[config.mk]
export PLATFORM = sky130hd
export DESIGN_NAME = prox_readout
export DESIGN_NICKNAME = d
export VERILOG_FILES = /design/src/rtl/prox_readout_pkg.sv /design/src/rtl/prox_readout.sv
export SDC_FILE = /design/constraint.sdc
export NUM_CORES = 1
export LEC_CHECK = 0
export BUFFER_PORTS_ARGS = -buffer_cell sky130_fd_sc_hd__buf_4
export CORE_MARGIN = 5
export CORE_UTILIZATION = 32
export DETAILED_ROUTE_END_ITERATION = 12
export HOLD_SLACK_MARGIN = 0.06
export PLACE_DENSITY = 0.6
export SYNTH_ARGS = -nofsm -noshare
export SYNTH_HDL_FRONTEND = slang
export SYNTH_SLANG_ARGS = --single-unit
[constraint.sdc]
create_clock -name clock -period 2.8 [get_ports clock]
set_clock_uncertainty 0.2 [all_clocks]
set_input_delay 0.7 -clock clock [delete_from_list [all_inputs] [get_ports clock]]
set_output_delay 0.7 -clock clock [all_outputs]
set_load 0.005 [all_outputs]
[src/rtl/prox_readout_pkg.sv]
// constants for the proximity status and result readout slice
//
// Function
// status register at 0x13 is read-only; host writes never change it
// status bit 5 reads one while the proximity interrupt is asserted
// result held as 16 bits; low byte at 0x18, high byte at 0x19
// reading the low byte copies the result's upper eight bits into a shadow
// reading the high byte returns the shadow, coherent with the earlier low byte
// host should read both bytes in one auto-increment transfer starting low
// reserved status bits 7:6 and 4:0 read zero with no side effect
`default_nettype none

package prox_readout_pkg;

  localparam int unsigned ADDR_W = 5;
  localparam int unsigned DATA_W = 8;
  localparam int unsigned RESULT_W = 16;

  // register offsets
  localparam logic [ADDR_W-1:0] STATE_FLAGS_OFFSET = 5'h13;
  localparam logic [ADDR_W-1:0] RESULT_LOW_OFFSET = 5'h18;
  localparam logic [ADDR_W-1:0] RESULT_HIGH_OFFSET = 5'h19;

  // status field position
  localparam int unsigned IRQ_FLAG_BIT = 5;

  // reset values and the value read at unmapped offsets
  localparam logic [RESULT_W-1:0] RESULT_RESET = 16'h0000;
  localparam logic [DATA_W-1:0] SHADOW_RESET = 8'h00;
  localparam logic [DATA_W-1:0] RDATA_RESET = 8'h00;
  localparam logic [DATA_W-1:0] UNMAPPED_READ = 8'h00;

  // which register a bus address selects
  typedef enum logic [1:0] {
    SEL_NONE,
    SEL_FLAGS,
    SEL_LOW,
    SEL_HIGH
  } reg_sel_type;

endpackage

`default_nettype wire

[src/rtl/prox_readout.sv]
// proximity status flags and coherent 16-bit result readout registers
`timescale 1ns/1ps
`default_nettype none

module prox_readout
  import prox_readout_pkg::*;
#(
  parameter int unsigned ADDR_WIDTH   = prox_readout_pkg::ADDR_W,
  parameter int unsigned RESULT_WIDTH = prox_readout_pkg::RESULT_W
)
(
  input  wire logic                     clock,
  input  wire logic                     reset_n,
  input  wire logic                     prox_irq_flag,
  input  wire logic                     result_valid,
  input  wire logic [RESULT_WIDTH-1:0]  result_data,
  input  wire logic [ADDR_WIDTH-1:0]    reg_addr,
  input  wire logic                     reg_rd,
  input  wire logic                     reg_wr,
  input  wire logic [prox_readout_pkg::DATA_W-1:0] reg_wdata,
  output var  logic [prox_readout_pkg::DATA_W-1:0] reg_rdata,
  output var  logic                     reg_rvalid
);
  import prox_readout_pkg::*;

  logic                    rst_meta_n_r;
  logic                    rst_sync_n_r;
  logic [RESULT_WIDTH-1:0] result_r;
  logic [DATA_W-1:0]       shadow_r;
  logic [DATA_W-1:0]       rdata_nxt;
  logic                    unused_wdata;
  reg_sel_type             rd_sel;

  // address decode for the read path; writes are never decoded
  function automatic reg_sel_type decode(input logic [ADDR_WIDTH-1:0] addr);
    reg_sel_type sel;
    sel = SEL_NONE;
    if (addr == STATE_FLAGS_OFFSET)
    begin
      sel = SEL_FLAGS;
    end
    else if (addr == RESULT_LOW_OFFSET)
    begin
      sel = SEL_LOW;
    end
    else if (addr == RESULT_HIGH_OFFSET)
    begin
      sel = SEL_HIGH;
    end
    return sel;
  endfunction

  // reset released through two flops so release is clean against clock
  always_ff @(posedge clock or negedge reset_n)
  begin
    if (!reset_n)
    begin
      rst_meta_n_r <= 1'b0;
      rst_sync_n_r <= 1'b0;
    end
    else
    begin
      rst_meta_n_r <= 1'b1;
      rst_sync_n_r <= rst_meta_n_r;
    end
  end

  assign rd_sel = decode(reg_addr);
  // every slice register is read-only, so write strobe and data are
  // only sunk here; nothing in the slice can be written
  assign unused_wdata = ^{reg_wr, reg_wdata};

  // latest conversion result; writes never reach it
  always_ff @(posedge clock or negedge rst_sync_n_r)
  begin
    if (!rst_sync_n_r)
    begin
      result_r <= RESULT_RESET;
    end
    else if (result_valid)
    begin
      result_r <= result_data;
    end
  end

  // shadow taken from the same result word the low byte comes from,
  // so a conversion finishing mid-transfer cannot tear the pair
  always_ff @(posedge clock or negedge rst_sync_n_r)
  begin
    if (!rst_sync_n_r)
    begin
      shadow_r <= SHADOW_RESET;
    end
    else if (reg_rd && rd_sel == SEL_LOW)
    begin
      shadow_r <= result_r[RESULT_WIDTH-1 -: DATA_W];
    end
  end

  // read data mux; unmapped offsets read zero
  always_comb
  begin
    rdata_nxt = UNMAPPED_READ;
    unique case (rd_sel)
      SEL_FLAGS:
      begin
        rdata_nxt = UNMAPPED_READ;
        rdata_nxt[IRQ_FLAG_BIT] = prox_irq_flag;
      end
      SEL_LOW:
      begin
        rdata_nxt = result_r[DATA_W-1:0];
      end
      SEL_HIGH:
      begin
        rdata_nxt = shadow_r;
      end
      SEL_NONE:
      begin
        rdata_nxt = UNMAPPED_READ;
      end
    endcase
  end

  // registered answer, one cycle after the read strobe
  always_ff @(posedge clock or negedge rst_sync_n_r)
  begin
    if (!rst_sync_n_r)
    begin
      reg_rdata  <= RDATA_RESET;
      reg_rvalid <= 1'b0;
    end
    else
    begin
      reg_rvalid <= reg_rd;
      if (reg_rd)
      begin
        reg_rdata <= rdata_nxt;
      end
    end
  end

  // status read tracks the interrupt level of the strobe cycle
  property p_irq_flag_read;
    @(posedge clock) disable iff (!rst_sync_n_r)
      (reg_rd && reg_addr == STATE_FLAGS_OFFSET)
      |=> (reg_rvalid && reg_rdata[IRQ_FLAG_BIT] == $past(prox_irq_flag));
  endproperty
  a_irq_flag_read: assert property (p_irq_flag_read)
    else $error("status bit 5 does not follow the interrupt level");

  property p_reserved_zero;
    @(posedge clock) disable iff (!rst_sync_n_r)
      (reg_rd && reg_addr == STATE_FLAGS_OFFSET)
      |=> (reg_rdata[7:6] == 2'h0 && reg_rdata[4:0] == 5'h00);
  endproperty
  a_reserved_zero: assert property (p_reserved_zero)
    else $error("reserved status bits read nonzero");

  property p_low_read;
    @(posedge clock) disable iff (!rst_sync_n_r)
      (reg_rd && reg_addr == RESULT_LOW_OFFSET)
      |=> (reg_rvalid && reg_rdata == $past(result_r[7:0]));
  endproperty
  a_low_read: assert property (p_low_read)
    else $error("low byte read does not return the held result");

  property p_result_load;
    @(posedge clock) disable iff (!rst_sync_n_r)
      result_valid |=> (result_r == $past(result_data));
  endproperty
  a_result_load: assert property (p_result_load)
    else $error("conversion result not captured");

  property p_shadow_capture;
    @(posedge clock) disable iff (!rst_sync_n_r)
      (reg_rd && reg_addr == RESULT_LOW_OFFSET)
      |=> (shadow_r == $past(result_r[15:8]));
  endproperty
  a_shadow_capture: assert property (p_shadow_capture)
    else $error("shadow not loaded from upper result bits");

  // low then high read pair returns one coherent word
  property p_pair_coherent;
    logic [15:0] word;
    @(posedge clock) disable iff (!rst_sync_n_r)
      (reg_rd && reg_addr == RESULT_LOW_OFFSET, word = result_r)
      ##1 (reg_rd && reg_addr == RESULT_HIGH_OFFSET)
      |=> (reg_rdata == word[15:8]);
  endproperty
  a_pair_coherent: assert property (p_pair_coherent)
    else $error("high byte not coherent with earlier low byte");

  property p_shadow_hold;
    @(posedge clock) disable iff (!rst_sync_n_r)
      !(reg_rd && reg_addr == RESULT_LOW_OFFSET) |=> $stable(shadow_r);
  endproperty
  a_shadow_hold: assert property (p_shadow_hold)
    else $error("shadow changed without a low byte read");

  property p_write_ignored;
    @(posedge clock) disable iff (!rst_sync_n_r)
      (reg_wr && !reg_rd && !result_valid)
      |=> ($stable(result_r) && $stable(shadow_r) && !reg_rvalid);
  endproperty
  a_write_ignored: assert property (p_write_ignored)
    else $error("host write altered readout state");

  // high byte answers from the shadow, never from the live result
  property p_high_read;
    @(posedge clock) disable iff (!rst_sync_n_r)
      (reg_rd && reg_addr == RESULT_HIGH_OFFSET)
      |=> (reg_rvalid && reg_rdata == $past(shadow_r));
  endproperty
  a_high_read: assert property (p_high_read)
    else $error("high byte read does not return the shadow");

  // without a read strobe the answer neither pulses nor changes
  property p_rdata_hold;
    @(posedge clock) disable iff (!rst_sync_n_r)
      !reg_rd |=> (!reg_rvalid && $stable(reg_rdata));
  endproperty
  a_rdata_hold: assert property (p_rdata_hold)
    else $error("read data changed without a read strobe");

  // a status read leaves result and shadow alone
  property p_flags_no_effect;
    @(posedge clock) disable iff (!rst_sync_n_r)
      (reg_rd && reg_addr == STATE_FLAGS_OFFSET && !result_valid)
      |=> ($stable(shadow_r) && $stable(result_r));
  endproperty
  a_flags_no_effect: assert property (p_flags_no_effect)
    else $error("status read disturbed readout state");

endmodule

`default_nettype wire

---- After elaboration in Yosys (flattened, before gate mapping) ----
Index checks and enable logic that the tools add are counted.
Widths: inputs -> output; s select.
word-level totals
  bits in registers ....................... 35
cells by class
  equal/unequal tests ..................... 6
  multiplexer cells ....................... 4
  reductions and logical operators ........ 2
operator list
  kind                count
  $pmux 8 s4          1
  $eq 5x5->1 const B  3
  $mux 2              3
  $eq 2x2->1 const B  2
  $eq 2x1->1 const B  1
  $logic_not 2->1     1
  $logic_and 1x1->1   1

---- Logic depth before layout (Yosys ltp) ----
Gate-level depths: netlist of run 1.
  depth after elaboration ................. 6
  gate-level depth with buffers ........... 5
  depth with buffers taken out ............ 3

---- Worst setup path before layout of run 1 ----
OpenSTA, ideal clock, no wires.
  kind .................................... input to register
  start point ............................. input reg_addr[4]
  end point ............................... register shadow_r[0]
  data arrival time ....................... 1.450 ns
  data required time ...................... 2.475 ns
  path slack .............................. 1.025 ns
  stages .................................. 4
  buffers on the path ..................... 1
  cell sequence ........................... and3b_1 buf_4 nand3_4 mux2_2
on the way
  cells in the longest elaborated chain, start to end .. 6
ends and longest elaborated chain
  element                 RTL line            source
  start: declaration      prox_readout.sv:17  input wire logic [ADDR_WIDTH-1:0] reg_addr,
  $eq 5x5->1              prox_readout.sv:46  else if (addr == RESULT_HIGH_OFFSET)
  $mux 2                  prox_readout.sv:46
  $mux 2                  prox_readout.sv:42  else if (addr == RESULT_LOW_OFFSET)
  $mux 2 (*)              prox_readout.sv:38  if (addr == STATE_FLAGS_OFFSET)
  $eq 2x2->1 (*)          prox_readout.sv:94  else if (reg_rd && rd_sel == SEL_LOW)
  $logic_and 1x1->1 (*)   prox_readout.sv:94
  end signal: assignment  prox_readout.sv:96  shadow_r <= result_r[RESULT_WIDTH-1 -: DATA_W];
  end: declaration        prox_readout.sv:29  logic [DATA_W-1:0] shadow_r;
Every way passes the cells marked *; elsewhere a longest branch is shown, timed or not.
A chain may end at the register's enable or synchronous reset.

---- Final worst setup path of run 1 ----
  start point ............................. input reg_addr[2]
  end point ............................... register shadow_r[4]
Same word-level chain as after synthesis.

==> results of run 1 <==
[cell type report]
cell class,instances,area (sq um),share of cell area [%]
Sequential cell,35,876,46.1
Clock buffer,8,100,5.27
Timing Repair Buffer,36,273,14.4
Multi-Input combinational cell,65,578,30.4
Tap cell,52,65.1,3.43
Inverter,2,7.51,0.395
[Yosys cell counts]
cell       number
a41oi_1         1
nor3b_1         7
nor2_1          2
nor4_1          1
conb_1          1
a211oi_1        1
buf_2           4
mux2_2         24
nand3_4         1
dfrtp_1        35
clkbuf_2        1
inv_1           1
and3b_1         8
o2bb2ai_1       7
nand4bb_1       1
buf_4           1
clkinv_1        1
nand2b_1        1
a21o_1          1
nand3b_1        1
o21ai_0         7
o21ai_1         1
[stage by stage]
step / cells / power [mW] / instance area (sq um) / setup WS (ns) / hold WS [ns]
6_report: 198 / 1.11 / 1900 / 1.02 / 0.0659
5_1_grt: 198 / 1.17 / 1900 / 0.929 / 0.148
4_1_cts: 198 / 1.13 / 1900 / 1.02 / 0.0868
3_5_place_dp: 189 / 0.730 / 1790 / 0.710 / 0.0811
3_3_place_gp: 189 / 0.721 / 1790 / 0.747 / 0.0703
2_1_floorplan: 108 / 0.669 / 1490 / 1.03 / 0.131
[worst paths after layout]
check / from / end / slack, ns / depth (start not counted)
setup / recovery: reg_addr[2] / shadow_r[4] / 1.02 / 4
hold / removal: rst_sync_n_r / result_r[8] / 0.07 / 1
setup reg to reg: result_r[5] / reg_rdata[5] / 1.65 / 3
hold reg to reg: rst_sync_n_r / result_r[8] / 0.07 / 1
max in group asynchronous: reset_n / rst_sync_n_r / 1.79 / 2
min in group clock: rst_meta_n_r / rst_sync_n_r / 0.15 / 0
[flip-flops by register name, indices dropped and copies added (netlist names)]
signal        flops
result_r         16
reg_rdata         8
shadow_r          8
reg_rvalid        1
rst_meta_n_r      1
rst_sync_n_r      1
[worst max-delay path: stages]
cell and delay, ns:
buf_4 0.11, and3b_1 0.41, nand3_4 0.21, mux2_2 0.31
[power groups by stage]
stage	logic (mW)	registers, mW	clock network [mW]
global route	0.148	0.591	0.430
finish	0.133	0.585	0.390
detailed placement	0.135	0.596	0
floorplan	0.0783	0.591	0
global placement	0.129	0.592	0
CTS	0.136	0.586	0.406
[cells by family after synthesis]
kind of cell	count (synthesis)
flip-flops	35
multiplexers	24
AND/OR/NAND/NOR	22
AO/OA/AOI/OAI	18
buffers and inverters	8
other	1
[layer usage]
layer | track usage (%) | vias up
met5 | 0 | -
met4 | 5.42 | 0
met3 | 4.12 | 7
met2 | 16.4 | 26
met1 | 14.3 | 476
li1 | - | 464
==> run summary, run 1 <==
Outcome - finished clean
ANT cells - 0
Compound-cell area share of the yosys netlist - 8.38%
Adder-Cell Fraction of Synth Area - 0%
Die H - 78.3 microns
Critical Path RT - 2.77 ns
Post-synthesis mux area share - 18.1%
Max Fanout on Critical Path - 9
Nets - 180
Remaining global-route overflow - 0
P&R area growth vs syn - 27.1%
Relative slew slack - 66.1%
Setup crit end kind - register
Clock Path Buffers - 2
Initial drt markers - 25
Kind of critical path - in -> reg
WL met3 - 147 microns
Cts-stage hold buffer count - 1
Crit share post-route - 63.5%
Layout cell share with drive strength beyond 1 - 45.9%
RSZ-0062 raised after global routing - false
Synth unique cells - 22
Share of power burned in registers - 52.8%
Top Ports - 44
Hold Path Class - reg -> async
Int Power - 0.864 mW
Leakage - 0.871 nW
VDD IR-drop max - 0.000335 V
Die Width - 78.3 microns
Area of the mapped netlist - 1490 sq um
Final core utilization - 42.7%
Post-synthesis xor/xnor area fraction - 0%
GPL Wtd Cong - 0.771
Final Hold Viols - 0
DR WL met2 - 1.43 mm
First-pass GRT wire length - 5.23 mm
Met1 Wirelength - 1.43 mm
Least-Margin Pin Slew - 0.505 ns
IO Port Bufs - 34
Setup TNS - 0 ns
Final Max Tran Viols - 0
DIE AREA - 6130 sq um
Detailed Routing Iterations Pass 1 - 4
Post-route ant nets - 0
Most frequent cells in the layout - 35 x buf_4, 35 x dfrtp_1, 24 x mux2_2, 8 x and3b_1
Initial antenna violation count - 0
Clk pin slew, worst setup/hold paths - 0.07 ns
Yosys warning total - 0
Root buffer cell - clkbuf_8
Sink Count - 35
DPL Wire Length - 2.25 mm
GRT Util Overall - 11.1%
Synth Net Count - 143
Fillers - 427
Max_cap viols - 0
# rows - 24
Initial cell density of the core - 33.6%
Final wirelength - 3.09 mm
Startpoint types - input pin
Resize count post-CTS - 0
Htree depth - 2
CTS Buf Count - 5
Largest family of logic cells by synthesized area - multiplexers
Highest metal used - met4
Cell count after synthesis - 108
#FFs+latches synth - 35
Residual DRC - 0
Net Sw Power - 0.244 mW
Vias post-DR - 973
Post-route minimum period - 1.78 ns
Crit path arrival time - 1.74 ns
Clk pwr share - 35.2%
Area leader, netlist - dfrtp_1
CTS tree - done
Clock latency on the worst-skew pair - 0.28 ns
Post-Synth Simple-Gate Area - 12.0%
Area contributors post-synth - dfrtp_1 59%, mux2_2 18%, and3b_1 4.7%, o2bb2ai_1 4.1%, nor3b_1 3.5%
Largest net degree at the start of global routing - 34
Post-synth top area share - 58.6%
Routed vias/inst - 4.91
Avg Cell Area, Syn - 13.8 sq um
Sequential area share after synthesis - 58.6%
P per Cell Area - 583 nW/um^2
Core area - 4440 sq um
F_max - 0.563 GHz
Sw frac - 22.1%
Avg WL per Cell - 15.6 microns
Postcts setup bufs - 0
Via count of the first global-routing pass - 1003
Setup-failing EPs final - 0
Gate power share - 12.0%
(Power assumes the default switching activity.)
==> inputs of run 2 (changes only) <==
- clock period: 2.8 -> 1.78 ns (I/O delays scaled with it)
==> run 2 against run 1 <==
  * Setup slack worse by 0.72 ns
  * Sequential power up 58%
  * Flip-flop and latch count did not move
  * Non-clock buffer count grew 3
  * Count of clock-buffer cells in the layout is the same
  * First-iteration DRC count increased to 2.6 times the previous value
  * Via count increased by 4.5%
  * Largest power group unchanged
  * Core utilization increased by 0.51 points
  * Sequential share of layout area down 0.54 points
  * Clock power increased by 59%
==> run summary, run 2 (same netlist as run 1, synthesis figures left out) <==
ANT cells - 0 (unchanged)
Routed vias/inst - 5.06 (was 4.91)
Setup-failing EPs final - 0 (unchanged)
P per Cell Area - 915 nW/um^2 (was 583 nW/um^2)
Critical path, cell by cell - buf_4 (was buf_4 > and3b_1 > nand3_4 > mux2_2)
IO Port Bufs - 34 (unchanged)
DPL Wire Length - 2.36 mm (was 2.25 mm)
VDD IR-drop max - 0.000471 V (was 0.000335 V)
Top delay family on crit path - flip-flops (was simple AND/OR/NAND/NOR gates)
Setup TNS - 0 ns (unchanged)
Final Hold Viols - 0 (unchanged)
Largest Register - result_r (unchanged)
Fillers - 418 (was 427)
Detailed Routing Iterations Pass 1 - 4 (unchanged)
Initial antenna violation count - 0 (unchanged)
Sink Count - 35 (unchanged)
Htree depth - 2 (unchanged)
Max Fanout on Critical Path - 2 (was 9)
Setup crit end kind - primary output (was register)
Top Ports - 44 (unchanged)
Slowest CP cell - dfrtp_1 (was and3b_1)
Via count of the first global-routing pass - 1095 (was 1003)
CP max stage delay - 0.40 ns (was 0.41 ns)
Total Power - 1.76 mW (was 1.11 mW)
Kind of critical path - reg -> out (was in -> reg)
Vias post-DR - 1017 (was 973)
Layout cell share with drive strength beyond 1 - 47.0% (was 45.9%)
RSZ-0062 raised after global routing - false (unchanged)
Critical Path RT - 1.13 ns (was 2.77 ns)
Clock latency on the worst-skew pair - 0.28 ns (about the same)
Die Width - 78.3 microns (unchanged)
CTS tree - done (unchanged)
Outcome - finished clean (unchanged)
Die H - 78.3 microns (unchanged)
Post-route ant nets - 0 (unchanged)
Worst hold slack - 0.0620 ns (was 0.0659 ns)
Nets - 183 (was 180)
F_max - 0.676 GHz
Crit path arrival time - 0.83 ns (was 1.74 ns)
Startpoint types - register (was input pin)
Final wirelength - 3.17 mm (was 3.09 mm)
Seq. cell area - 876 sq um (unchanged)
Clk pin slew, worst setup/hold paths - 0.07 ns (about the same)
Remaining global-route overflow - 0 (unchanged)
Core area - 4440 sq um (unchanged)
Leakage - 0.886 nW (was 0.871 nW)
Area of the multi-input gates - 578 sq um (unchanged)
GPL Wtd Cong - 0.826 (was 0.771)
Most frequent cells in the layout - 38 x buf_4, 35 x dfrtp_1, 24 x mux2_2, 8 x and3b_1 (was 35 x buf_4, 35 x dfrtp_1, 24 x mux2_2, 8 x and3b_1)
DIE AREA - 6130 sq um (unchanged)
Initial drt markers - 66 (was 25)
P&R area growth vs syn - 28.6% (was 27.1%)
Largest registers - result_r x16, reg_rdata x8, shadow_r x8 (unchanged)
Final Max Tran Viols - 0 (unchanged)
Largest net degree at the start of global routing - 34 (unchanged)
Post-route minimum period - 1.48 ns
Initial cell density of the core - 33.6% (unchanged)
Residual DRC - 0 (unchanged)
# rows - 24 (unchanged)
Clock Path Buffers - 2 (unchanged)
First-pass GRT wire length - 5.46 mm (was 5.23 mm)
Crit share post-route - 83.1%
Hold Path Class - reg -> async (unchanged)
GRT Util Overall - 11.6% (was 11.1%)
WP buf/inv - 1 (unchanged)
Avg WL per Cell - 15.8 microns (was 15.6 microns)
Most common cell after layout, fill and taps aside - buf_4
Max_cap viols - 0 (unchanged)
Root buffer cell - clkbuf_8 (unchanged)
Max reg flops - 16 (unchanged)
CTS Buf Count - 5 (unchanged)
==> run 2: changes by cell type in the layout (fill, tap and decap cells not counted), sizes merged <==
cell  before  now
buf       35   38
==> run 2: area by class of cell <==
class                   count  share of cell area, %
repair buffers             39                   15.4
inverters                   2                  0.391
clock buffers               8                   5.21
well taps                  52                   3.39
flip-flops and latches     35                   45.6
multi-input cells          65                   30.1
==> run 2: layer usage <==
layer  share of wire [%]  vias to the layer above  routed length, microns  global-route usage (%)
met5                   0                        -                       0                       0
met4                 3.5                        0                     110                    7.34
met3                 4.6                       10                     146                    3.20
met2                  49                       35                    1550                    18.5
met1                  43                      500                    1360                    13.9
li1                    -                      472                       -                       -
==> run 2: power by group <==
group / internal, mW / switching [mW]
Sequential: 0.879 / 0.0426
Combinational: 0.131 / 0.0835
Clock: 0.353 / 0.269
Total: 1.36 / 0.395
==> run 2: path summary, 6_finish.rpt <==
kind,start,endpoint,slack (ns),cells after the start
max,reg_rdata[7],reg_rdata[7],0.30,1
min,rst_sync_n_r,shadow_r[4],0.06,1
max reg2reg,result_r[5],reg_rdata[5],0.64,3
min reg2reg,rst_sync_n_r,shadow_r[4],0.06,1
max in group asynchronous,rst_sync_n_r,result_r[0],1.02,1
min in group clock,reg_rd,reg_rvalid,0.12,1
==> run 2: timing repair <==
action / 4_1_cts / 5_1_grt
hold buffers: 1 / 0
buffers inserted: 0 / 0
setup endpoints to repair: 0 / 0
endpoints found under the hold margin: 2 / 0
resized for setup: 0 / 0
==> run 2: per-stage QoR <==
stage	util [%]	instances	instance area, sq um	setup slack, ns
2_1_floorplan	-	108	1490	0.260
3_3_place_gp	40.8	192	1810	0.157
3_5_place_dp	40.8	192	1810	0.128
4_1_cts	43.2	201	1920	0.296
5_1_grt	43.2	201	1920	0.281
6_report	43.2	201	1920	0.301
